--- config.mk ---
export PLATFORM = sky130hd
export DESIGN_NAME = reset_source_control_unit
export DESIGN_NICKNAME = d
export VERILOG_FILES = /design/src/shared/rcu_pkg.sv /design/src/shared/pin_filter_if.sv /design/src/hw/reset_pin_filter.sv /design/src/hw/reset_source_control_unit.sv
export SDC_FILE = /design/constraint.sdc
export NUM_CORES = 1
export LEC_CHECK = 0
export BUFFER_PORTS_ARGS = -buffer_cell sky130_fd_sc_hd__buf_2
export CAP_MARGIN = 25
export CORE_MARGIN = 2
export CORE_UTILIZATION = 38
export DETAILED_ROUTE_END_ITERATION = 8
export HOLD_SLACK_MARGIN = 0.15
export PLACE_DENSITY = 0.7
export SYNTH_ARGS = -nofsm -noshare
export SYNTH_HDL_FRONTEND = slang
export SYNTH_HIERARCHICAL = 1
export SYNTH_SLANG_ARGS = --single-unit
--- constraint.sdc ---
create_clock -name clk_i -period 4.7 [get_ports clk_i]
set_clock_uncertainty 0.15 [all_clocks]
set_input_delay 0.94 -clock clk_i [delete_from_list [all_inputs] [get_ports clk_i]]
set_output_delay 0.94 -clock clk_i [all_outputs]
set_load 0.02 [all_outputs]
--- src/shared/rcu_pkg.sv ---
// Constants, offsets, field layouts and reset values of the reset control unit
package rcu_pkg;
  // ****************************************
  // Reset source bit positions
  // ****************************************
  localparam int NSRC = 13;
  localparam int SRC_WAKEUP = 0;
  localparam int SRC_LVD = 1;
  localparam int SRC_LOC = 2;
  localparam int SRC_LOL = 3;
  localparam int SRC_WATCHDOG_TIMER = 4;
  localparam int SRC_PIN = 5;
  localparam int SRC_POR = 6;
  localparam int SRC_SCAN = 7;
  localparam int SRC_LOCKUP = 8;
  localparam int SRC_SW = 9;
  localparam int SRC_MAILBOX = 10;
  localparam int SRC_SPROG = 11;
  localparam int SRC_STOP_ACK_ERROR = 12;
  // Index of the second-core request in the event vector
  localparam int EVT_CORE1 = 13;
  localparam int NEVT = 14;

  // ****************************************
  // Register byte offsets
  // ****************************************
  localparam logic [7:0] OFS_VERSION = 8'h00;
  localparam logic [7:0] OFS_PARAM = 8'h04;
  localparam logic [7:0] OFS_STATUS = 8'h08;
  localparam logic [7:0] OFS_STICKY = 8'h0C;
  localparam logic [7:0] OFS_FILT_CTRL = 8'h10;
  localparam logic [7:0] OFS_FILT_WIDTH = 8'h14;
  localparam logic [7:0] OFS_MODE = 8'h18;
  localparam logic [7:0] OFS_FORCE = 8'h1C;
  localparam logic [7:0] OFS_INT_CTRL = 8'h20;

  // ****************************************
  // Field positions
  // ****************************************
  localparam int VER_MAJOR_LSB = 24;
  localparam int VER_MINOR_LSB = 16;
  localparam int MODE_SPROG_BIT = 0;
  localparam int MODE_BOOT_LSB = 1;
  localparam int FORCE_LSB = 1;
  localparam int FILT_STOP_BIT = 2;
  localparam int FILT_WIDTH_W = 5;
  localparam int IE_DELAY_LSB = 0;
  localparam int IE_LOC = 2;
  localparam int IE_LOL = 3;
  localparam int IE_WATCHDOG_TIMER = 4;
  localparam int IE_PIN = 5;
  localparam int IE_GLOBAL = 6;
  localparam int IE_LOCKUP = 7;
  localparam int IE_SW = 8;
  localparam int IE_STOP_ACK_ERROR = 9;
  localparam int IE_CORE1 = 10;
  localparam int IE_W = 11;

  // ****************************************
  // Reset values and timing counts
  // ****************************************
  localparam logic [1:0] FILT_SEL_RST = 2'h0;
  localparam logic [FILT_WIDTH_W-1:0] FILT_WIDTH_RST = 5'h00;
  localparam logic [IE_W-1:0] IE_RST = 11'h000;
  localparam logic [1:0] FORCE_RST = 2'h0;
  // Low-power clock rate, in hertz
  localparam int LPO_HZ = 1000;
  // Reset delays, in low-power clock cycles
  localparam logic [9:0] DLY_8 = 10'h008;
  localparam logic [9:0] DLY_32 = 10'h020;
  localparam logic [9:0] DLY_128 = 10'h080;
  localparam logic [9:0] DLY_512 = 10'h200;
  // Low-power filter width, in low-power clock cycles
  localparam logic [2:0] LPO_FILT_TICKS = 3'h3;
  // System reset pulse length, in bus clocks
  localparam int RST_HOLD_CYC = 16;

  // Run/wait filter selection
  typedef enum logic [1:0] {
    FILT_OFF = 2'h0,
    FILT_BUS = 2'h1,
    FILT_LPO = 2'h2
  } filt_sel_t;
endpackage

--- src/shared/pin_filter_if.sv ---
// Carrier between the unit and its reset pin filter
`timescale 1ns/1ps
interface pin_filter_if;
  logic raw_n; // Synchronised pin level
  logic lpo_tick; // One pulse per low-power clock cycle
  logic stop_mode; // Chip in stop mode
  logic [1:0] sel; // Run/wait filter selection
  logic stop_en; // Filter enable in stop mode
  logic [rcu_pkg::FILT_WIDTH_W-1:0] width; // Bus clock filter width
  logic filt_n; // Accepted pin level
  modport filt (
    input raw_n, lpo_tick, stop_mode, sel, stop_en, width,
    output filt_n
  );
  modport ctrl (
    output raw_n, lpo_tick, stop_mode, sel, stop_en, width,
    input filt_n
  );
endinterface

--- src/hw/reset_pin_filter.sv ---
// Reset pin glitch filter on bus clock or low-power clock
`timescale 1ns/1ps
module reset_pin_filter (
  // Clock and reset
  input wire logic clk_i,
  input wire logic srst_i,
  // Filter carrier
  pin_filter_if.filt pf
);
  // ****************************************
  // Filter counter
  // ****************************************
  logic [rcu_pkg::FILT_WIDTH_W-1:0] cnt_q; // Persistence count
  logic filt_q; // Accepted level
  logic use_lpo; // Counting low-power ticks
  logic bypass; // No filtering at all
  logic step; // Counter advances this cycle
  logic [rcu_pkg::FILT_WIDTH_W-1:0] limit; // Count needed to accept

  // Mode decode: stop mode only knows the low-power filter
  always_comb
  begin
    use_lpo = pf.stop_mode || (pf.sel == rcu_pkg::FILT_LPO);
    bypass = pf.stop_mode ? !pf.stop_en : (pf.sel == rcu_pkg::FILT_OFF);
    step = use_lpo ? pf.lpo_tick : 1'b1;
    if (use_lpo)
    begin
      limit = rcu_pkg::FILT_WIDTH_W'(rcu_pkg::LPO_FILT_TICKS);
    end
    else
    begin
      // Width zero still needs one clock
      limit = (pf.width == '0) ? 5'h01 : pf.width;
    end
  end

  // Level must persist for the limit before it is taken
  always_ff @(posedge clk_i)
  begin
    if (srst_i)
    begin
      cnt_q <= '0;
      filt_q <= 1'b1;
    end
    else if (bypass || (pf.raw_n == filt_q))
    begin
      cnt_q <= '0; // [RULE7] [RULE8]
      filt_q <= pf.raw_n;
    end
    else if (step)
    begin
      if (cnt_q + 5'h01 >= limit)
      begin
        cnt_q <= '0; // [RULE9]
        filt_q <= pf.raw_n;
      end
      else
      begin
        cnt_q <= cnt_q + 5'h01;
      end
    end
  end

  assign pf.filt_n = filt_q;
endmodule

--- src/hw/reset_source_control_unit.sv ---
// Reset source control unit with AXI4-Lite register access
//
// Notes on behaviour
// [RULE1] Version register: major, minor, feature number.
// [RULE2] Read-only map of implemented reset sources.
// [RULE3] Status map of the last reset's sources.
// [RULE4] Sticky source flags accumulate until software clears.
// [RULE5] Mask write clears only selected sticky flags.
// [RULE6] Thirteen distinct reset source flags.
// [RULE7] Run/wait pin filter: off, bus, low-power.
// [RULE8] Separate pin filter enable in stop mode.
// [RULE9] Bus filter width set by count field.
// [RULE10] Serial programming select pin status readable.
// [RULE11] Boot source recorded with four encodings.
// [RULE12] Software clears the recorded boot source.
// [RULE13] Force setting boots ROM on later resets.
// [RULE14] Reset interrupt first, system reset after delay.
// [RULE15] Delay of 8, 32, 128, 512 cycles.
// [RULE16] Per-source interrupt enables plus global enable.
// [RULE17] Low-power clock runs at 1 kHz.
// [RULE18] Status captured at reset, kept afterwards.
`timescale 1ns/1ps
module reset_source_control_unit #(
  parameter logic [7:0] VER_MAJOR = 8'h01, // Arbitrary value
  parameter logic [7:0] VER_MINOR = 8'h00, // Arbitrary value
  parameter logic [15:0] VER_FEATURE = 16'h0003, // Arbitrary value
  parameter logic [12:0] SRC_IMPL = 13'h1FFF
) (
  // Clock and reset
  input wire logic clk_i,
  input wire logic srst_i,
  // AXI4-Lite write channels
  input wire logic [7:0] s_awaddr_i,
  input wire logic s_awvalid_i,
  output logic s_awready_o,
  input wire logic [31:0] s_wdata_i,
  input wire logic [3:0] s_wstrb_i,
  input wire logic s_wvalid_i,
  output logic s_wready_o,
  output logic [1:0] s_bresp_o,
  output logic s_bvalid_o,
  input wire logic s_bready_i,
  // AXI4-Lite read channels
  input wire logic [7:0] s_araddr_i,
  input wire logic s_arvalid_i,
  output logic s_arready_o,
  output logic [31:0] s_rdata_o,
  output logic [1:0] s_rresp_o,
  output logic s_rvalid_o,
  input wire logic s_rready_i,
  // Reset requests from on-chip sources
  input wire logic [12:0] src_req_i,
  input wire logic core1_req_i,
  // Pins and chip state
  input wire logic lpo_clk_i,
  input wire logic reset_pin_n_i,
  input wire logic serial_prog_mode_select_n_i,
  input wire logic boot_config_pin0_i,
  input wire logic [7:0] flash_option_byte_i,
  input wire logic stop_mode_i,
  // Reset network
  output logic reset_irq_o,
  output logic sys_reset_o,
  output logic force_boot_rom_o
);
  // ****************************************
  // Pin synchronisers
  // ****************************************
  logic [3:0] meta_q; // First stage, read only by second
  logic [3:0] sync_q; // Second stage
  logic lpo_prev_q; // Previous low-power level
  logic lpo_tick; // Rising edge of low-power clock

  // Two flops on every pin and on the 1 kHz clock
  always_ff @(posedge clk_i)
  begin
    if (srst_i)
    begin
      meta_q <= 4'h3;
      sync_q <= 4'h3;
      lpo_prev_q <= 1'b0;
    end
    else
    begin
      meta_q <= {boot_config_pin0_i, lpo_clk_i, serial_prog_mode_select_n_i,
                 reset_pin_n_i};
      sync_q <= meta_q;
      lpo_prev_q <= sync_q[2];
    end
  end

  assign lpo_tick = sync_q[2] && !lpo_prev_q; // [RULE17]

  // ****************************************
  // Pin filter
  // ****************************************
  pin_filter_if pf ();
  logic [1:0] filt_sel_q; // Run/wait filter selection
  logic filt_stop_q; // Stop mode filter enable
  logic [rcu_pkg::FILT_WIDTH_W-1:0] filt_width_q; // Bus filter width

  assign pf.raw_n = sync_q[0];
  assign pf.lpo_tick = lpo_tick;
  assign pf.stop_mode = stop_mode_i;
  assign pf.sel = filt_sel_q; // [RULE7]
  assign pf.stop_en = filt_stop_q; // [RULE8]
  assign pf.width = filt_width_q; // [RULE9]

  reset_pin_filter u_filter (
    .clk_i(clk_i),
    .srst_i(srst_i),
    .pf(pf)
  );

  // ****************************************
  // AXI4-Lite slave
  // ****************************************
  logic aw_full_q; // Write address held
  logic w_full_q; // Write data held
  logic [7:0] awaddr_q; // Held write address
  logic [31:0] wdata_q; // Held write data
  logic [3:0] wstrb_q; // Held byte enables
  logic bvalid_q; // Write response pending
  logic bad_w_q; // Write response is an error
  logic rvalid_q; // Read data pending
  logic [31:0] rdata_q; // Read data
  logic bad_r_q; // Read response is an error
  logic wr_go; // Write performed this cycle
  logic [31:0] wmask; // Bits enabled by strobes
  logic [31:0] wval; // Strobed write data
  logic wr_hit; // Write address mapped

  assign s_awready_o = !aw_full_q;
  assign s_wready_o = !w_full_q;
  assign s_bvalid_o = bvalid_q;
  assign s_bresp_o = bad_w_q ? 2'h2 : 2'h0;
  assign s_arready_o = !rvalid_q;
  assign s_rvalid_o = rvalid_q;
  assign s_rdata_o = rdata_q;
  assign s_rresp_o = bad_r_q ? 2'h2 : 2'h0;
  assign wr_go = aw_full_q && w_full_q && !bvalid_q;

  // Byte lanes to a bit mask
  always_comb
  begin
    for (int b = 0; b < 4; b++)
    begin
      wmask[b*8 +: 8] = {8{wstrb_q[b]}};
    end
    wval = wdata_q & wmask;
    wr_hit = awaddr_q inside {rcu_pkg::OFS_VERSION, rcu_pkg::OFS_PARAM,
      rcu_pkg::OFS_STATUS, rcu_pkg::OFS_STICKY, rcu_pkg::OFS_FILT_CTRL,
      rcu_pkg::OFS_FILT_WIDTH, rcu_pkg::OFS_MODE, rcu_pkg::OFS_FORCE,
      rcu_pkg::OFS_INT_CTRL};
  end

  // Address and data taken in either order, answered together
  always_ff @(posedge clk_i)
  begin
    if (srst_i)
    begin
      aw_full_q <= 1'b0;
      w_full_q <= 1'b0;
      awaddr_q <= 8'h00;
      wdata_q <= 32'h0000_0000;
      wstrb_q <= 4'h0;
      bvalid_q <= 1'b0;
      bad_w_q <= 1'b0;
    end
    else
    begin
      if (s_awvalid_i && !aw_full_q)
      begin
        aw_full_q <= 1'b1;
        awaddr_q <= {s_awaddr_i[7:2], 2'h0};
      end
      if (s_wvalid_i && !w_full_q)
      begin
        w_full_q <= 1'b1;
        wdata_q <= s_wdata_i;
        wstrb_q <= s_wstrb_i;
      end
      if (wr_go)
      begin
        aw_full_q <= 1'b0;
        w_full_q <= 1'b0;
        bvalid_q <= 1'b1;
        bad_w_q <= !wr_hit;
      end
      else if (bvalid_q && s_bready_i)
      begin
        bvalid_q <= 1'b0;
      end
    end
  end

  // ****************************************
  // Control registers
  // ****************************************
  logic [1:0] force_q; // Force boot from ROM
  logic [rcu_pkg::IE_W-1:0] ie_q; // Interrupt enables and delay

  // Software-written configuration
  always_ff @(posedge clk_i)
  begin
    if (srst_i)
    begin
      filt_sel_q <= rcu_pkg::FILT_SEL_RST;
      filt_stop_q <= 1'b0;
      filt_width_q <= rcu_pkg::FILT_WIDTH_RST;
      force_q <= rcu_pkg::FORCE_RST;
      ie_q <= rcu_pkg::IE_RST;
    end
    else if (wr_go)
    begin
      unique case (awaddr_q)
        rcu_pkg::OFS_FILT_CTRL:
        begin
          filt_sel_q <= (wval[1:0] & wmask[1:0]) | (filt_sel_q & ~wmask[1:0]);
          if (wmask[rcu_pkg::FILT_STOP_BIT])
          begin
            filt_stop_q <= wval[rcu_pkg::FILT_STOP_BIT];
          end
        end
        rcu_pkg::OFS_FILT_WIDTH:
        begin
          if (wstrb_q[0])
          begin
            filt_width_q <= wval[rcu_pkg::FILT_WIDTH_W-1:0];
          end
        end
        rcu_pkg::OFS_FORCE:
        begin
          if (wstrb_q[0])
          begin
            force_q <= wval[rcu_pkg::FORCE_LSB +: 2]; // [RULE13]
          end
        end
        rcu_pkg::OFS_INT_CTRL:
        begin
          // [RULE15] [RULE16]
          ie_q <= (wval[rcu_pkg::IE_W-1:0] & wmask[rcu_pkg::IE_W-1:0])
                  | (ie_q & ~wmask[rcu_pkg::IE_W-1:0]);
        end
        default:
        begin
          // Other offsets hold no writable control
        end
      endcase
    end
  end

  assign force_boot_rom_o = (force_q != 2'h0); // [RULE13]

  // ****************************************
  // Reset sequencer
  // ****************************************
  typedef enum logic [1:0] {ST_IDLE, ST_DELAY, ST_ASSERT} seq_st_t;
  seq_st_t st_q; // Sequencer state
  logic [12:0] pend_q; // Sources seen in this sequence
  logic [9:0] dly_cnt_q; // Low-power cycles waited
  logic [4:0] hold_q; // System reset clocks elapsed
  logic [rcu_pkg::NEVT-1:0] evt; // All reset events
  logic [rcu_pkg::NEVT-1:0] irq_ok; // Events that may be delayed
  logic [12:0] cap_vec; // Sources latched at capture
  logic [9:0] dly_limit; // Selected delay
  logic cap; // Capture into status this cycle
  logic urgent; // Event with no interrupt path

  always_comb
  begin
    evt = {core1_req_i, src_req_i};
    evt[rcu_pkg::SRC_PIN] = !pf.filt_n; // [RULE6]
    irq_ok = '0;
    irq_ok[rcu_pkg::SRC_LOC] = ie_q[rcu_pkg::IE_LOC]; // [RULE16]
    irq_ok[rcu_pkg::SRC_LOL] = ie_q[rcu_pkg::IE_LOL];
    irq_ok[rcu_pkg::SRC_WATCHDOG_TIMER] = ie_q[rcu_pkg::IE_WATCHDOG_TIMER];
    irq_ok[rcu_pkg::SRC_PIN] = ie_q[rcu_pkg::IE_PIN];
    irq_ok[rcu_pkg::SRC_LOCKUP] = ie_q[rcu_pkg::IE_LOCKUP];
    irq_ok[rcu_pkg::SRC_SW] = ie_q[rcu_pkg::IE_SW];
    irq_ok[rcu_pkg::SRC_STOP_ACK_ERROR] = ie_q[rcu_pkg::IE_STOP_ACK_ERROR];
    irq_ok[rcu_pkg::EVT_CORE1] = ie_q[rcu_pkg::IE_CORE1];
    irq_ok = irq_ok & {rcu_pkg::NEVT{ie_q[rcu_pkg::IE_GLOBAL]}};
    urgent = |(evt & ~irq_ok);
    unique case (ie_q[rcu_pkg::IE_DELAY_LSB +: 2]) // [RULE15]
      2'h0: dly_limit = rcu_pkg::DLY_8;
      2'h1: dly_limit = rcu_pkg::DLY_32;
      2'h2: dly_limit = rcu_pkg::DLY_128;
      2'h3: dly_limit = rcu_pkg::DLY_512;
    endcase
    cap_vec = pend_q | evt[12:0];
    cap = 1'b0;
    if (st_q == ST_IDLE)
    begin
      cap = (|evt) && urgent;
      cap_vec = evt[12:0];
    end
    else if (st_q == ST_DELAY)
    begin
      cap = urgent || (dly_cnt_q >= dly_limit);
    end
  end

  // Interrupt first when every event is enabled, then the system reset pulse
  always_ff @(posedge clk_i)
  begin
    if (srst_i)
    begin
      st_q <= ST_IDLE;
      pend_q <= '0;
      dly_cnt_q <= '0;
      hold_q <= '0;
    end
    else
    begin
      unique case (st_q)
        ST_IDLE:
        begin
          pend_q <= evt[12:0];
          dly_cnt_q <= '0;
          hold_q <= '0;
          if (cap)
          begin
            st_q <= ST_ASSERT;
          end
          else if (|evt)
          begin
            st_q <= ST_DELAY; // [RULE14]
          end
        end
        ST_DELAY:
        begin
          pend_q <= cap_vec;
          if (cap)
          begin
            st_q <= ST_ASSERT; // [RULE14]
          end
          else if (lpo_tick)
          begin
            dly_cnt_q <= dly_cnt_q + 10'h001;
          end
        end
        ST_ASSERT:
        begin
          hold_q <= hold_q + 5'h01;
          if (hold_q == 5'(rcu_pkg::RST_HOLD_CYC - 1))
          begin
            st_q <= ST_IDLE;
          end
        end
      endcase
    end
  end

  assign reset_irq_o = (st_q == ST_DELAY); // [RULE14]
  assign sys_reset_o = (st_q == ST_ASSERT);

  // ****************************************
  // Captured status
  // ****************************************
  logic [12:0] status_q; // Sources of the last reset
  logic [12:0] sticky_q; // Accumulated sources
  logic [1:0] boot_q; // Boot source of the last reset
  logic sticky_wr; // Sticky clear write this cycle
  logic boot_wr; // Boot source clear write this cycle

  assign sticky_wr = wr_go && (awaddr_q == rcu_pkg::OFS_STICKY);
  assign boot_wr = wr_go && (awaddr_q == rcu_pkg::OFS_MODE);

  // Kept across the system reset; the unit reset clears them, software writes clear sticky and boot bits
  always_ff @(posedge clk_i)
  begin
    if (srst_i)
    begin
      status_q <= '0;
      sticky_q <= '0;
      boot_q <= 2'h0;
    end
    else
    begin
      if (cap)
      begin
        status_q <= cap_vec; // [RULE3] [RULE18]
      end
      // New capture wins over a clear in the same cycle
      sticky_q <= (sticky_q & ~(sticky_wr ? wmask[12:0] & wval[12:0] : '0))
                  | (cap ? cap_vec : '0); // [RULE4] [RULE5]
      if (cap)
      begin
        // Bit 0 boot pin or forced, bit 1 option bit 7
        boot_q <= {flash_option_byte_i[7], sync_q[3]}
                  | (force_boot_rom_o ? 2'h1 : 2'h0); // [RULE11] [RULE13]
      end
      else if (boot_wr && wmask[rcu_pkg::MODE_BOOT_LSB])
      begin
        boot_q <= boot_q & ~wval[rcu_pkg::MODE_BOOT_LSB +: 2]; // [RULE12]
      end
    end
  end

  // ****************************************
  // Read path
  // ****************************************
  logic [31:0] rd_val; // Selected read value
  logic rd_hit; // Read address mapped

  always_comb
  begin
    rd_val = 32'h0000_0000;
    rd_hit = 1'b1;
    unique case ({s_araddr_i[7:2], 2'h0})
      rcu_pkg::OFS_VERSION: rd_val = {VER_MAJOR, VER_MINOR, VER_FEATURE};
      rcu_pkg::OFS_PARAM: rd_val = {19'h0, SRC_IMPL}; // [RULE2]
      rcu_pkg::OFS_STATUS: rd_val = {19'h0, status_q}; // [RULE3]
      rcu_pkg::OFS_STICKY: rd_val = {19'h0, sticky_q}; // [RULE4]
      rcu_pkg::OFS_FILT_CTRL: rd_val = {29'h0, filt_stop_q, filt_sel_q};
      rcu_pkg::OFS_FILT_WIDTH: rd_val = {27'h0, filt_width_q};
      rcu_pkg::OFS_MODE: rd_val = {29'h0, boot_q, !sync_q[1]}; // [RULE10]
      rcu_pkg::OFS_FORCE: rd_val = {29'h0, force_q, 1'b0};
      rcu_pkg::OFS_INT_CTRL: rd_val = {21'h0, ie_q};
      default: rd_hit = 1'b0;
    endcase
  end

  // One cycle to answer, held until taken
  always_ff @(posedge clk_i)
  begin
    if (srst_i)
    begin
      rvalid_q <= 1'b0;
      rdata_q <= 32'h0000_0000;
      bad_r_q <= 1'b0;
    end
    else if (s_arvalid_i && !rvalid_q)
    begin
      rvalid_q <= 1'b1;
      rdata_q <= rd_val; // [RULE1]
      bad_r_q <= !rd_hit;
    end
    else if (rvalid_q && s_rready_i)
    begin
      rvalid_q <= 1'b0;
    end
  end
endmodule

=== Yosys cells after proc, flatten, opt, wreduce, memory -nomap -nowiden ===
Cells that the tools add are included.

* Input bits: 86
* Output and inout bits: 44
* Bits in registers: 153
* Logic and storage cells: 169

* Magnitude comparators: 2
* Reduce and logical (&&, ||, !) cells: 53
* Bitwise gates (word level): 20
* Mux-type cells: 35
* $add $sub $neg: 3
* Equality and inequality tests: 29

{| class="wikitable"
|+ Operator list
! cell !! count
|-
| 25-bit case mux with 9 select lines || 1
|-
| 6-bit by 3-bit equality test with 1-bit output, second input constant || 8
|-
| 10-bit case mux with 4 select lines || 1
|-
| 13-bit AND || 3
|-
| 13-bit two-way mux || 3
|-
| 14-bit AND || 2
|-
| 14-bit OR reduction || 2
|-
| 13-bit OR || 2
|-
| 13-bit case mux with 2 select lines || 1
|-
| 6-bit by 2-bit equality test with 1-bit output, second input constant || 4
|-
| 11-bit AND || 2
|-
| 10-bit two-way mux || 2
|-
| 10-bit case mux with 2 select lines || 1
|-
| 2-bit two-way mux || 8
|-
| 2-bit nonzero test || 8
|-
| 5-bit two-way mux || 3
|-
| 3-bit AND reduction || 5
|-
| 14-bit NOT || 1
|-
| 1-bit two-way mux || 13
|-
| 13-bit NOT || 1
|-
| 6-bit by 1-bit equality test with 1-bit output, second input constant || 2
|-
| 6-bit by 4-bit equality test with 1-bit output, second input constant || 2
|-
| 1-bit logical AND || 12
|-
| 11-bit NOT || 1
|-
| other kinds (28) || 54
|}

=== Logic depth before layout (Yosys ltp) ===
Gate-level depths: netlist of run 1.

* Depth after elaboration: 9
* Mapped depth: 10
* Mapped depth without buffers: 8

=== By module ===
The synthesis of run 1 kept the hierarchy.

{| class="wikitable"
|+ Modules (own cells, without submodules)
! module !! cells each !! area each (µm²) !! sequential area each (µm²) !! instances
|-
| reset_source_control_unit || 714 || 5870.6 || 2582.5 || 1
|-
| reset_pin_filter || 60 || 514.2 || 120.1 || 1
|}

=== Least setup slack after synthesis of run 1 ===
No wires, ideal clock.

* Path type: input to register
* From: in src_req_i[6]
* To: reg dly_cnt_q[4]
* Data arrival time: 3108 ps
* Buffers on the path: 0
* Data required time: 4488 ps
* Slack: 1380 ps
* Stages on the path: 6
* Setup time: 62 ps
* Cell sequence: or4_1 > a2111o_1 > nor4b_4 > nand3_1 > or4_1 > nand3_1

* Longest elaborated chain between the ends: 7
* Elaborated cells on any way between the ends: 9
* Those cells by class: eq/ne (1); mux (2); bitwise (1); reduce/logical (5)

{| class="wikitable"
|+ RTL lines
! what !! RTL line !! text
|-
| start, declared || reset_source_control_unit.sv:52 || <nowiki>input wire logic [12:0] src_req_i,</nowiki>
|-
| 14-bit AND || reset_source_control_unit.sv:284 || <nowiki>urgent = |(evt & ~irq_ok);</nowiki>
|-
| 14-bit OR reduction || reset_source_control_unit.sv:284 ||
|-
| 1-bit logical OR || reset_source_control_unit.sv:300 || <nowiki>cap = urgent || (dly_cnt_q >= dly_limit);</nowiki>
|-
| 1-bit two-way mux || reset_source_control_unit.sv:298 || <nowiki>else if (st_q == ST_DELAY)</nowiki>
|-
| 1-bit two-way mux * || reset_source_control_unit.sv:293 || <nowiki>if (st_q == ST_IDLE)</nowiki>
|-
| 2-bit != test (no line) * || - ||
|-
| 3-bit AND reduction (no line) * || - ||
|-
| end signal, assigned || reset_source_control_unit.sv:340 || <nowiki>dly_cnt_q <= dly_cnt_q + 10'h001;</nowiki>
|-
| end, declared || reset_source_control_unit.sv:261 || <nowiki>logic [9:0] dly_cnt_q;</nowiki>
|}

Mark *: on every way between the ends. The rest lies on a longest branch, timed or not.
A chain may end at the register's enable or synchronous reset.

=== Final worst setup path of run 1 ===
Same ends and word-level chain as after synthesis.

==> results.py, run 1 <==
metrics = {
    "status": {
        "status": "complete, no violations",
    },
    "detailed_routing": {
        "drt.antenna.violating_nets": 0,
        "dr.pass1.iters": 5,
        "wl_per_cell_um": 15.03,
        "drc": 0,
        "vias": 5628,
        "routed_wl_mm": 16.04,
        "viasPerCell": 5.275,
        "drt_iter0_markers": 494,
    },
    "synth": {
        "synth.top_cell.area_share_pct": 42.33,
        "synthTopCellsByArea": "dfxtp_1 42%, nand2_1 6.2%, nor2_1 5.5%",
        "synth_cell_types": 71,
        "synth_top_area_cell": "dfxtp_1",
        "syn_area_per_cell_um2": 8.249,
        "yosysSeqAreaShare_pct": 42.33,
        "async_flop_share_pct": 0,
        "ys_warn_count": 6,
        "synth_area_um2": 6385,
        "synth_flop_cell": "dfxtp_1",
        "ys_ff_latch": 135,
        "synth_edf_count": 0,
        "synth_cells": 774,
    },
    "finish": {
        "layout.nets": 935,
        "fin_cells": 1067,
        "fillers": 1670,
        "area.growth.synth_to_final_pct": 15.54,
        "final_common_cell": "dfxtp_1",
        "final_util_pct": 44.64,
        "most-common-layout-cells": "135 x dfxtp_1, 106 x nand2_1, 94 x nor2_1, 75 x buf_2, 68 x a21oi_1",
        "drive_gt1_share_pct": 15.50,
        "design_area_um2": 7377,
    },
    "sta": {
        "max_slew_margin_pct": 37.33,
        "finalSetupViolCount": 0,
        "drv_slew": 0,
        "finalSetupTns_ns": 0,
        "rsz0062_at_grt": "false",
        "final_hold_viol_count": 0,
        "tightestPinTransition_ns": 0.9381,
        "min_period_ns": 3.403,
        "period_share_pct": 72.41,
        "fmax_mhz": 293.8,
    },
    "clocking": {
        "hold_buffers": 0,
        "path_clk_slew_ns": 0.06,
        "cts_buffer_depth": 2,
        "cts_setup_buffers": 0,
        "cts_tree": "built",
        "clockRootBuffer": "clkbuf_16",
        "cts-resized-gates": 0,
        "clk-insertion-delay-late_ns": 0.43,
        "htree_levels": 4,
        "numCtsBuffers": 17,
        "cts.sinks": 135,
    },
    "die": {
        "dieWidth_um": 133.6,
        "die_h_um": 133.6,
        "io_pins": 130,
        "fp.dieArea_um2": 17860,
        "rows": 47,
        "initial_utilization_pct": 38.64,
        "coreArea_um2": 16520,
    },
    "setup_path": {
        "crit_path_max_fanout": 10,
        "rr_worst_depth": 8,
        "r2r_slack_ns": 1.57,
        "start_kind": "input port",
        "cp.arrival_ns": 3.62,
        "reg2reg_to": "dly_cnt_q[5]$_SDFFE_PP0P_",
        "worstSetupPathType": "input port to flip-flop",
        "end_kind": "flip-flop",
        "worstPathRequired_ns": 4.91,
    },
    "place": {
        "dpl-instance-area_um2": 6833,
        "port_buffers": 76,
        "placedCellCount": 1033,
        "dp.final_hpwl_mm": 11.44,
        "gp_congestion": 0.8503,
    },
    "pwr": {
        "vdd_ir_drop_max_uv": 275.6,
        "total_power_mw": 3.205,
        "power_per_cell_area_nw_per_um2": 434.5,
        "power_leakage_nw": 2.860,
    },
    "worst_hold_path": {
        "min_from": "meta_q[1]$_SDFF_PP1_",
        "hold_end": "sync_q[1]$_SDFF_PP1_",
        "min_path_cells": 1,
        "hp-class": "flip-flop to flip-flop",
    },
    "global_routing": {
        "grt.overflow.total": 0,
        "grt_pass1_wl_mm": 26.49,
        "grt_util_all_layers_pct": 18.90,
        "antenna_found_initial": 2,
        "grt_max_degree": 80,
        "grt_pass1_vias": 5213,
    },
    "job": {
        "max_cap_viol_count": 0,
    },
}
-- registers in the layout, indices dropped and copies added, names as in the netlist, 4 cells and up, named ones only --
register and count:
meta_q 4, sync_q 4, u_filter/cnt_q 5, pend_q 13
wdata_q 13, sticky_q 13, s_rdata_o 14, filt_width_q 5
awaddr_q 6, dly_cnt_q 10, hold_q 5, status_q 13
-- report_power, final --
part / internal (mW) / switching (mW) / total [mW] / leakage, nW
Clock: 0.690 / 0.515 / 1.20 / 0.253
Combinational: 0.227 / 0.411 / 0.638 / 1.50
Sequential: 1.29 / 0.0753 / 1.36 / 1.11
Total: 2.20 / 1.00 / 3.21 / 2.86
-- stage by stage --
step | setup slack (ns) | hold WS (ns)
2_1_floorplan | 1.380 | 0.2395
3_5_place_dp | 0.9116 | 0.2458
5_1_grt | 1.076 | 0.2803
4_1_cts | 1.356 | 0.2612
6_report | 1.297 | 0.2573
3_3_place_gp | 0.9944 | 0.2471
-- per-layer routing --
| metal | vias up | GRT usage [%] | wire length [um] |
|---|---|---|---|
| met5 | - | 0 | 0 |
| met4 | 0 | 9.397 | 339 |
| met3 | 23 | 4.072 | 771 |
| met2 | 162 | 28.69 | 7411 |
| met1 | 2630 | 25.43 | 7513 |
| li1 | 2813 | - | - |
-- synthesized netlist by cell type (4+ instances only) --
cell and number:
a21oi_1 68, a22oi_1 9, a2bb2oi_1 4, and2_1 5
and3_1 8, buf_1 4, buf_4 22, clkbuf_1 31
dfxtp_1 135, ha_1 17, inv_1 18, mux2i_1 12
nand2_1 106, nand2b_1 13, nand3_1 35, nor2_1 94
nor2b_1 27, nor3_1 11, nor4_1 8, o211ai_1 6
o21a_1 4, o21ai_0 17, o22ai_1 10, o2bb2ai_1 13
o31ai_1 10, or2_2 5, or3_1 5, or4_1 7
xnor2_1 4
-- worst max path at each step --
stage	start	to	slack [ns]	cells after the start
2_1_floorplan	src_req_i[6]	dly_cnt_q[4]$_SDFFE_PP0P_	1.38	6
4_1_cts	src_req_i[6]	dly_cnt_q[4]$_SDFFE_PP0P_	1.36	7
6_report	src_req_i[6]	dly_cnt_q[4]$_SDFFE_PP0P_	1.30	7
3_3_place_gp	src_req_i[1]	sticky_q[5]$_SDFF_PP0_	0.99	8
3_5_place_dp	src_req_i[6]	dly_cnt_q[4]$_SDFFE_PP0P_	0.91	7
5_1_grt	src_req_i[6]	sticky_q[0]$_SDFF_PP0_	1.08	8
-- critical path, cell delays in order --
cell,delay (ns)
buf_2,0.12
or4_1,0.56
a2111o_1,0.46
nor4b_4,0.54
nand3_1,0.33
or4_1,0.56
nand3_1,0.11
-- logic make-up after synthesis --
family / after synthesis / synth area share [%]
muxes: 17 / 3.116
and+or+nand+nor: 342 / 25.75
other: 1 / 0.05873
adders and majority gates: 17 / 3.331
DFF: 135 / 42.33
AOI/OAI and AO/OA: 177 / 18.60
buffers and inverters: 79 / 5.996
xor gates and xnor gates: 6 / 0.8230
-- cell type report --
cell class	count	area (um^2)	area share, %
clock inverters	13	96.34	1.306
multi-input cells	579	3371	45.69
inverters	19	71.32	0.9668
diodes	2	5.005	0.06784
repair buffers	80	412.9	5.597
flip-flops and latches	135	2703	36.63
clock buffers	19	442.9	6.004
well taps	220	275.3	3.731
No activity file was read; power rests on OpenSTA's default activity.
==> inputs of run 2 (changes only) <==
==> constraint.sdc (replaced) <==
create_clock -name clk_i -period 3.4 [get_ports clk_i]
set_clock_uncertainty 0.15 [all_clocks]
set_input_delay 0.68 -clock clk_i [delete_from_list [all_inputs] [get_ports clk_i]]
set_output_delay 0.68 -clock clk_i [all_outputs]
set_load 0.02 [all_outputs]
==> results.py, run 2 (synthesis gave the netlist of run 1 again) <==
metrics = {
    "die": {
        "io_pins": 130,
        "rows": 47,
        "coreArea_um2": 16520,
        "dieWidth_um": 133.6,
        "fp.dieArea_um2": 17860,
        "die_h_um": 133.6,
        "initial_utilization_pct": 38.64,
    },
    "worst_hold_path": {
        "min_path_cells": 1,
        "hp-class": "flip-flop to flip-flop",
    },
    "detailed_routing": {
        "vias": 5676,
        "drc": 0,
        "routed_wl_mm": 16.16,
        "drt_iter0_markers": 441,
        "wl_per_cell_um": 15.05,
        "dr.pass1.iters": 6,
        "viasPerCell": 5.285,
        "drt.antenna.violating_nets": 0,
    },
    "finish": {
        "drive_gt1_share_pct": 16.51,
        "area.growth.synth_to_final_pct": 16.85,
        "most-common-layout-cells": "135 x dfxtp_1, 106 x nand2_1, 94 x nor2_1, 75 x buf_2, 68 x a21oi_1",
        "antenna_cells": 0,
        "final_common_cell": "dfxtp_1",
        "fin_cells": 1074,
        "largest_register_ffs": 14,
        "layout.nets": 944,
    },
    "pwr": {
        "p_clk_share_pct": 36.4,
        "vdd_ir_drop_max_uv": 476.8,
        "switchingPower_mw": 1.390,
        "power.share.sequential_pct": 41.7,
        "combPwrFrac_pct": 21.8,
        "power_leakage_nw": 2.922,
        "power_per_cell_area_nw_per_um2": 605.0,
        "internal-power_mw": 3.124,
        "total_power_mw": 4.514,
        "switching_share_pct": 30.79,
    },
    "clocking": {
        "hold_buffers": 0,
        "cts-resized-gates": 0,
        "cts_tree": "built",
        "cts_setup_buffers": 0,
        "clockRootBuffer": "clkbuf_16",
        "numCtsBuffers": 17,
        "cts_buffer_depth": 2,
        "path_clk_slew_ns": 0.06,
        "clk-insertion-delay-late_ns": 0.42,
        "htree_levels": 4,
        "cts.sinks": 135,
    },
    "sta": {
        "min_period_ns": 3.124,
        "max_slew_margin_pct": 41.81,
        "period_share_pct": 91.87,
        "drv_slew": 0,
        "finalSetupTns_ns": 0,
        "fmax_mhz": 320.2,
        "finalSetupViolCount": 0,
        "tightestPinTransition_ns": 0.8710,
        "final_hold_viol_count": 0,
        "rsz0062_at_grt": "false",
    },
    "setup_path": {
        "start_kind": "flip-flop",
        "worstPathRequired_ns": 3.58,
        "cp.arrival_ns": 3.30,
        "end_kind": "flip-flop",
        "path_cells": "nand2_1, ha_1, nor4bb_1, a2111oi_0, a311o_1, a311oi_1, o21ai_0, o31ai_1",
        "worstSetupPathType": "flip-flop to flip-flop",
        "cp_slowest_stage_delay_ns": 0.73,
        "crit_path_max_fanout": 7,
        "rr_worst_depth": 8,
        "slowest_stage": "a311oi_1",
    },
    "place": {
        "placedCellCount": 1042,
        "gp_congestion": 0.8606,
        "dp.final_hpwl_mm": 11.58,
        "port_buffers": 76,
    },
    "global_routing": {
        "antenna_found_initial": 0,
        "grt_pass1_wl_mm": 26.25,
        "grt.overflow.total": 0,
        "grt_pass1_vias": 5163,
        "grt_util_all_layers_pct": 18.49,
        "grt_max_degree": 60,
    },
    "job": {
        "max_cap_viol_count": 0,
    },
    "status": {
        "status": "complete, no violations",
    },
}
==> run 2: changes by cell type in the layout (fill, tap and decap cells not counted) <==
cell / change
clkbuf_1: -1
buf_12: +2
inv_6: -4
clkinv_2: +4
clkinvlp_4: -1
clkinv_4: +1
clkbuf_8: +1
buf_4: +7
diode_2: -2
==> run 2: stage by stage <==
step	worst slack (ns)	util [%]	cell area, um^2	hold WS (ns)
2_1_floorplan	0.3400	-	6456	0.2395
3_3_place_gp	0.07913	41.91	6925	0.2481
3_5_place_dp	0.07190	41.91	6925	0.2466
4_1_cts	0.2938	45.15	7461	0.2625
5_1_grt	0.05103	45.15	7461	0.2783
6_report	0.2765	45.15	7461	0.2601
==> run 2: final cells by class <==
cell class | instances | area, um^2
Inverter | 19 | 71.32
Sequential cell | 135 | 2703
Multi-Input combinational cell | 579 | 3371
Fill cell | 1635 | 9064
Timing Repair Buffer | 89 | 505.5
Clock inverter | 13 | 82.58
Clock buffer | 19 | 452.9
Tap cell | 220 | 275.3
==> run 2: power by group through the flow <==
stage	sequential (mW)	combinational, mW	clock, mW
6_report	1.88	0.986	1.64
5_1_grt	1.90	1.10	1.74
4_1_cts	1.88	0.984	1.67
3_5_place_dp	1.91	0.976	0
3_3_place_gp	1.91	0.966	0
2_1_floorplan	1.89	0.672	0
==> run 2: worst paths after layout <==
kind                             start                   endpoint  slack, ns
setup / recovery             flip-flop  dly_cnt_q[5]$_SDFFE_PP0P_       0.28
hold / removal    meta_q[0]$_SDFF_PP1_       sync_q[0]$_SDFF_PP1_       0.26
setup reg to reg             flip-flop  dly_cnt_q[5]$_SDFFE_PP0P_       0.28
hold reg to reg   meta_q[0]$_SDFF_PP1_       sync_q[0]$_SDFF_PP1_       0.26
==> run 2: worst max-delay path: cells and delay by family (launching register included) <==
family	cells	cell delay, ns
simple gates	2	0.46
flops	1	0.51
compound gates	5	1.58
fa+ha+maj	1	0.31
==> run 2: metal layers <==
metal / wire length, um / global-route usage, %
met4: 236 / 6.087
met1: 7671 / 25.80
met3: 802 / 3.805
met5: 0 / 0
met2: 7452 / 28.58
==> inputs of run 3 (changes only) <==
--- a/config.mk
+++ b/config.mk
@@ -5,6 +5,7 @@
 export SDC_FILE = /design/constraint.sdc
 export NUM_CORES = 1
 export LEC_CHECK = 0
+export ABC_AREA = 1
 export BUFFER_PORTS_ARGS = -buffer_cell sky130_fd_sc_hd__buf_2
 export CAP_MARGIN = 25
 export CORE_MARGIN = 2
==> constraint.sdc (replaced) <==
create_clock -name clk_i -period 2.9 [get_ports clk_i]
set_clock_uncertainty 0.15 [all_clocks]
set_input_delay 0.58 -clock clk_i [delete_from_list [all_inputs] [get_ports clk_i]]
set_output_delay 0.58 -clock clk_i [all_outputs]
set_load 0.02 [all_outputs]
==> results.py, run 3 <==
metrics = {
    "status": {
        "status": "complete, no violations",
    },
    "synth": {
        "synth_cells": 882,
        "synth_top_area_cell": "dfxtp_1",
        "yosysSeqAreaShare_pct": 41.28,
        "ys_ff_latch": 135,
        "synth_edf_count": 0,
        "synth_flop_cell": "dfxtp_1",
        "synth.top_cell.area_share_pct": 41.28,
        "ys_warn_count": 6,
        "syn_area_per_cell_um2": 7.424,
        "synthTopCellsByArea": "dfxtp_1 41%, nand2_1 8.5%, a21oi_1 7.0%",
        "synth_area_um2": 6548,
        "synthTopCellsByCount": "149 x nand2_1, 135 x dfxtp_1, 92 x nor2_1, 91 x a21oi_1, 71 x inv_1",
        "async_flop_share_pct": 0,
        "yosysMostFrequentCell": "nand2_1",
        "synth_cell_types": 44,
    },
    "worst_hold_path": {
        "min_path_cells": 2,
        "hp-class": "input port to flip-flop",
    },
    "pwr": {
        "power_leakage_nw": 3.239,
        "switching_share_pct": 29.51,
        "vdd_ir_drop_max_uv": 447.6,
        "power.share.sequential_pct": 38.7,
        "internal-power_mw": 4.087,
        "power_per_cell_area_nw_per_um2": 755.8,
        "combPwrFrac_pct": 19.4,
        "switchingPower_mw": 1.711,
        "p_clk_share_pct": 41.9,
    },
    "place": {
        "dp.final_hpwl_mm": 11.83,
        "dpl-instance-area_um2": 6998,
        "gp_congestion": 0.8349,
        "port_buffers": 76,
    },
    "sta": {
        "drv_slew": 0,
        "finalSetupViolCount": 0,
        "fmax_mhz": 436.2,
        "max_slew_margin_pct": 46.62,
        "final_hold_viol_count": 0,
        "period_share_pct": 79.05,
        "min_period_ns": 2.293,
        "finalSetupTns_ns": 0,
        "tightestPinTransition_ns": 0.7977,
        "rsz0062_at_grt": "false",
    },
    "finish": {
        "drive_gt1_share_pct": 18.69,
        "fillers": 1707,
        "largest_register_ffs": 14,
        "final_common_cell": "nand2_1",
        "antenna_cells": 0,
        "area.growth.synth_to_final_pct": 17.16,
        "layout.nets": 1053,
        "design_area_um2": 7671,
        "most-common-layout-cells": "149 x nand2_1, 135 x dfxtp_1, 92 x nor2_1, 91 x a21oi_1, 76 x buf_2",
    },
    "clocking": {
        "clockRootBuffer": "clkbuf_16",
        "clk-insertion-delay-late_ns": 0.42,
        "cts_setup_buffers": 0,
        "numCtsBuffers": 17,
        "path_clk_slew_ns": 0.06,
        "cts.sinks": 135,
        "cts_tree": "built",
        "cts_buffer_depth": 2,
        "hold_buffers": 0,
        "htree_levels": 4,
        "cts-resized-gates": 0,
    },
    "die": {
        "io_pins": 130,
        "initial_utilization_pct": 39.20,
        "rows": 47,
        "dieWidth_um": 135.3,
        "die_h_um": 135.3,
        "coreArea_um2": 16700,
        "fp.dieArea_um2": 18300,
    },
    "setup_path": {
        "end_kind": "flip-flop",
        "crit_path_max_fanout": 29,
        "rr_worst_depth": 13,
        "worstSetupPathType": "flip-flop to flip-flop",
        "cp.arrival_ns": 2.43,
        "start_kind": "flip-flop",
        "worstPathRequired_ns": 3.03,
    },
    "global_routing": {
        "grt.overflow.total": 0,
        "grt_pass1_wl_mm": 27.10,
        "grt_max_degree": 52,
        "grt_util_all_layers_pct": 18.65,
        "antenna_found_initial": 0,
        "grt_pass1_vias": 5654,
    },
    "detailed_routing": {
        "wl_per_cell_um": 13.88,
        "drc": 0,
        "drt.antenna.violating_nets": 0,
        "routed_wl_mm": 16.42,
        "viasPerCell": 5.014,
        "drt_iter0_markers": 362,
        "dr.pass1.iters": 5,
        "vias": 5932,
    },
    "job": {
        "max_cap_viol_count": 0,
    },
}
-- run 3: cell count changes after synthesis, sizes merged, moves of 10 or more --
cell and change:
nand2 +65, inv +59, o21ai +49, a21oi +38
nor2b -27, nor3 +23, or2 +17, nand2b -14
o2bb2ai -13, mux2i -12, o31ai -10
-- run 3: critical path, stage by stage (launching register included) --
cell and delay, ns:
dfxtp_1 0.40, nand2_1 0.08, ha_1 0.31, inv_1 0.06
nor2_1 0.03, a21oi_1 0.14, nand2_1 0.06, nor2_1 0.13
nand2_2 0.08, nand2_4 0.10, nand2_4 0.07, inv_4 0.28
or2_1 0.20, a21oi_1 0.07
-- run 3: routing by layer --
| layer | up-vias | share of wire (%) | global-route usage [%] |
|---|---|---|---|
| li1 | 3008 | - | - |
| met1 | 2703 | 47 | 24.73 |
| met2 | 199 | 45 | 30.26 |
| met3 | 22 | 6.5 | 4.078 |
| met4 | 0 | 1.7 | 6.076 |
| met5 | - | 0 | 0 |
-- run 3: final cells by class --
cell class	count	area [um^2]	area share, %
multi-input cells	629	3256	42.44
repair buffers	86	455.4	5.937
clock inverters	10	188.9	2.463
inverters	81	309.0	4.029
flip-flops and latches	135	2703	35.23
well taps	220	275.3	3.588
clock buffers	22	484.2	6.312
-- run 3: logic make-up after synthesis --
| group | share of synthesized area [%] |
|---|---|
| xor+xnor | 0.9364 |
| other cells | 0.05727 |
| fa+ha+maj | 3.249 |
| flops | 41.28 |
| buf+inv | 10.09 |
| compound gates | 17.94 |
| simple gates | 26.45 |
-- run 3: stage by stage --
step                      std cells  power [mW]  hold slack, ns  worst slack, ns  utilization (%)
after floorplan                 901       3.225          0.2383           0.8297                -
after global placement         1151       3.381          0.2417           0.4826            41.90
after detailed placement       1151       3.409          0.2448           0.4428            41.90
after CTS                      1183       5.844          0.2055           0.6012            45.93
after global routing           1183       6.092          0.2146           0.3545            45.93
final                          1183       5.798          0.2188           0.6075            45.93
-- run 3: worst paths after layout --
kind / start / end / slack [ns]
setup / recovery: flip-flop / sticky_q[1]$_SDFF_PP0_ / 0.61
hold / removal: reset_pin_n_i / meta_q[0]$_SDFF_PP1_ / 0.22
setup reg to reg: flip-flop / sticky_q[1]$_SDFF_PP0_ / 0.61
hold reg to reg: meta_q[2]$_SDFF_PP0_ / sync_q[2]$_SDFF_PP0_ / 0.25
-- run 3: power by group through the flow --
stage          registers, mW  logic (mW)  clock network (mW)
2_1_floorplan           2.24       0.980                   0
3_3_place_gp            2.27        1.11                   0
3_5_place_dp            2.28        1.13                   0
4_1_cts                 2.24        1.13                2.47
5_1_grt                 2.27        1.28                2.54
6_report                2.25        1.12                2.43
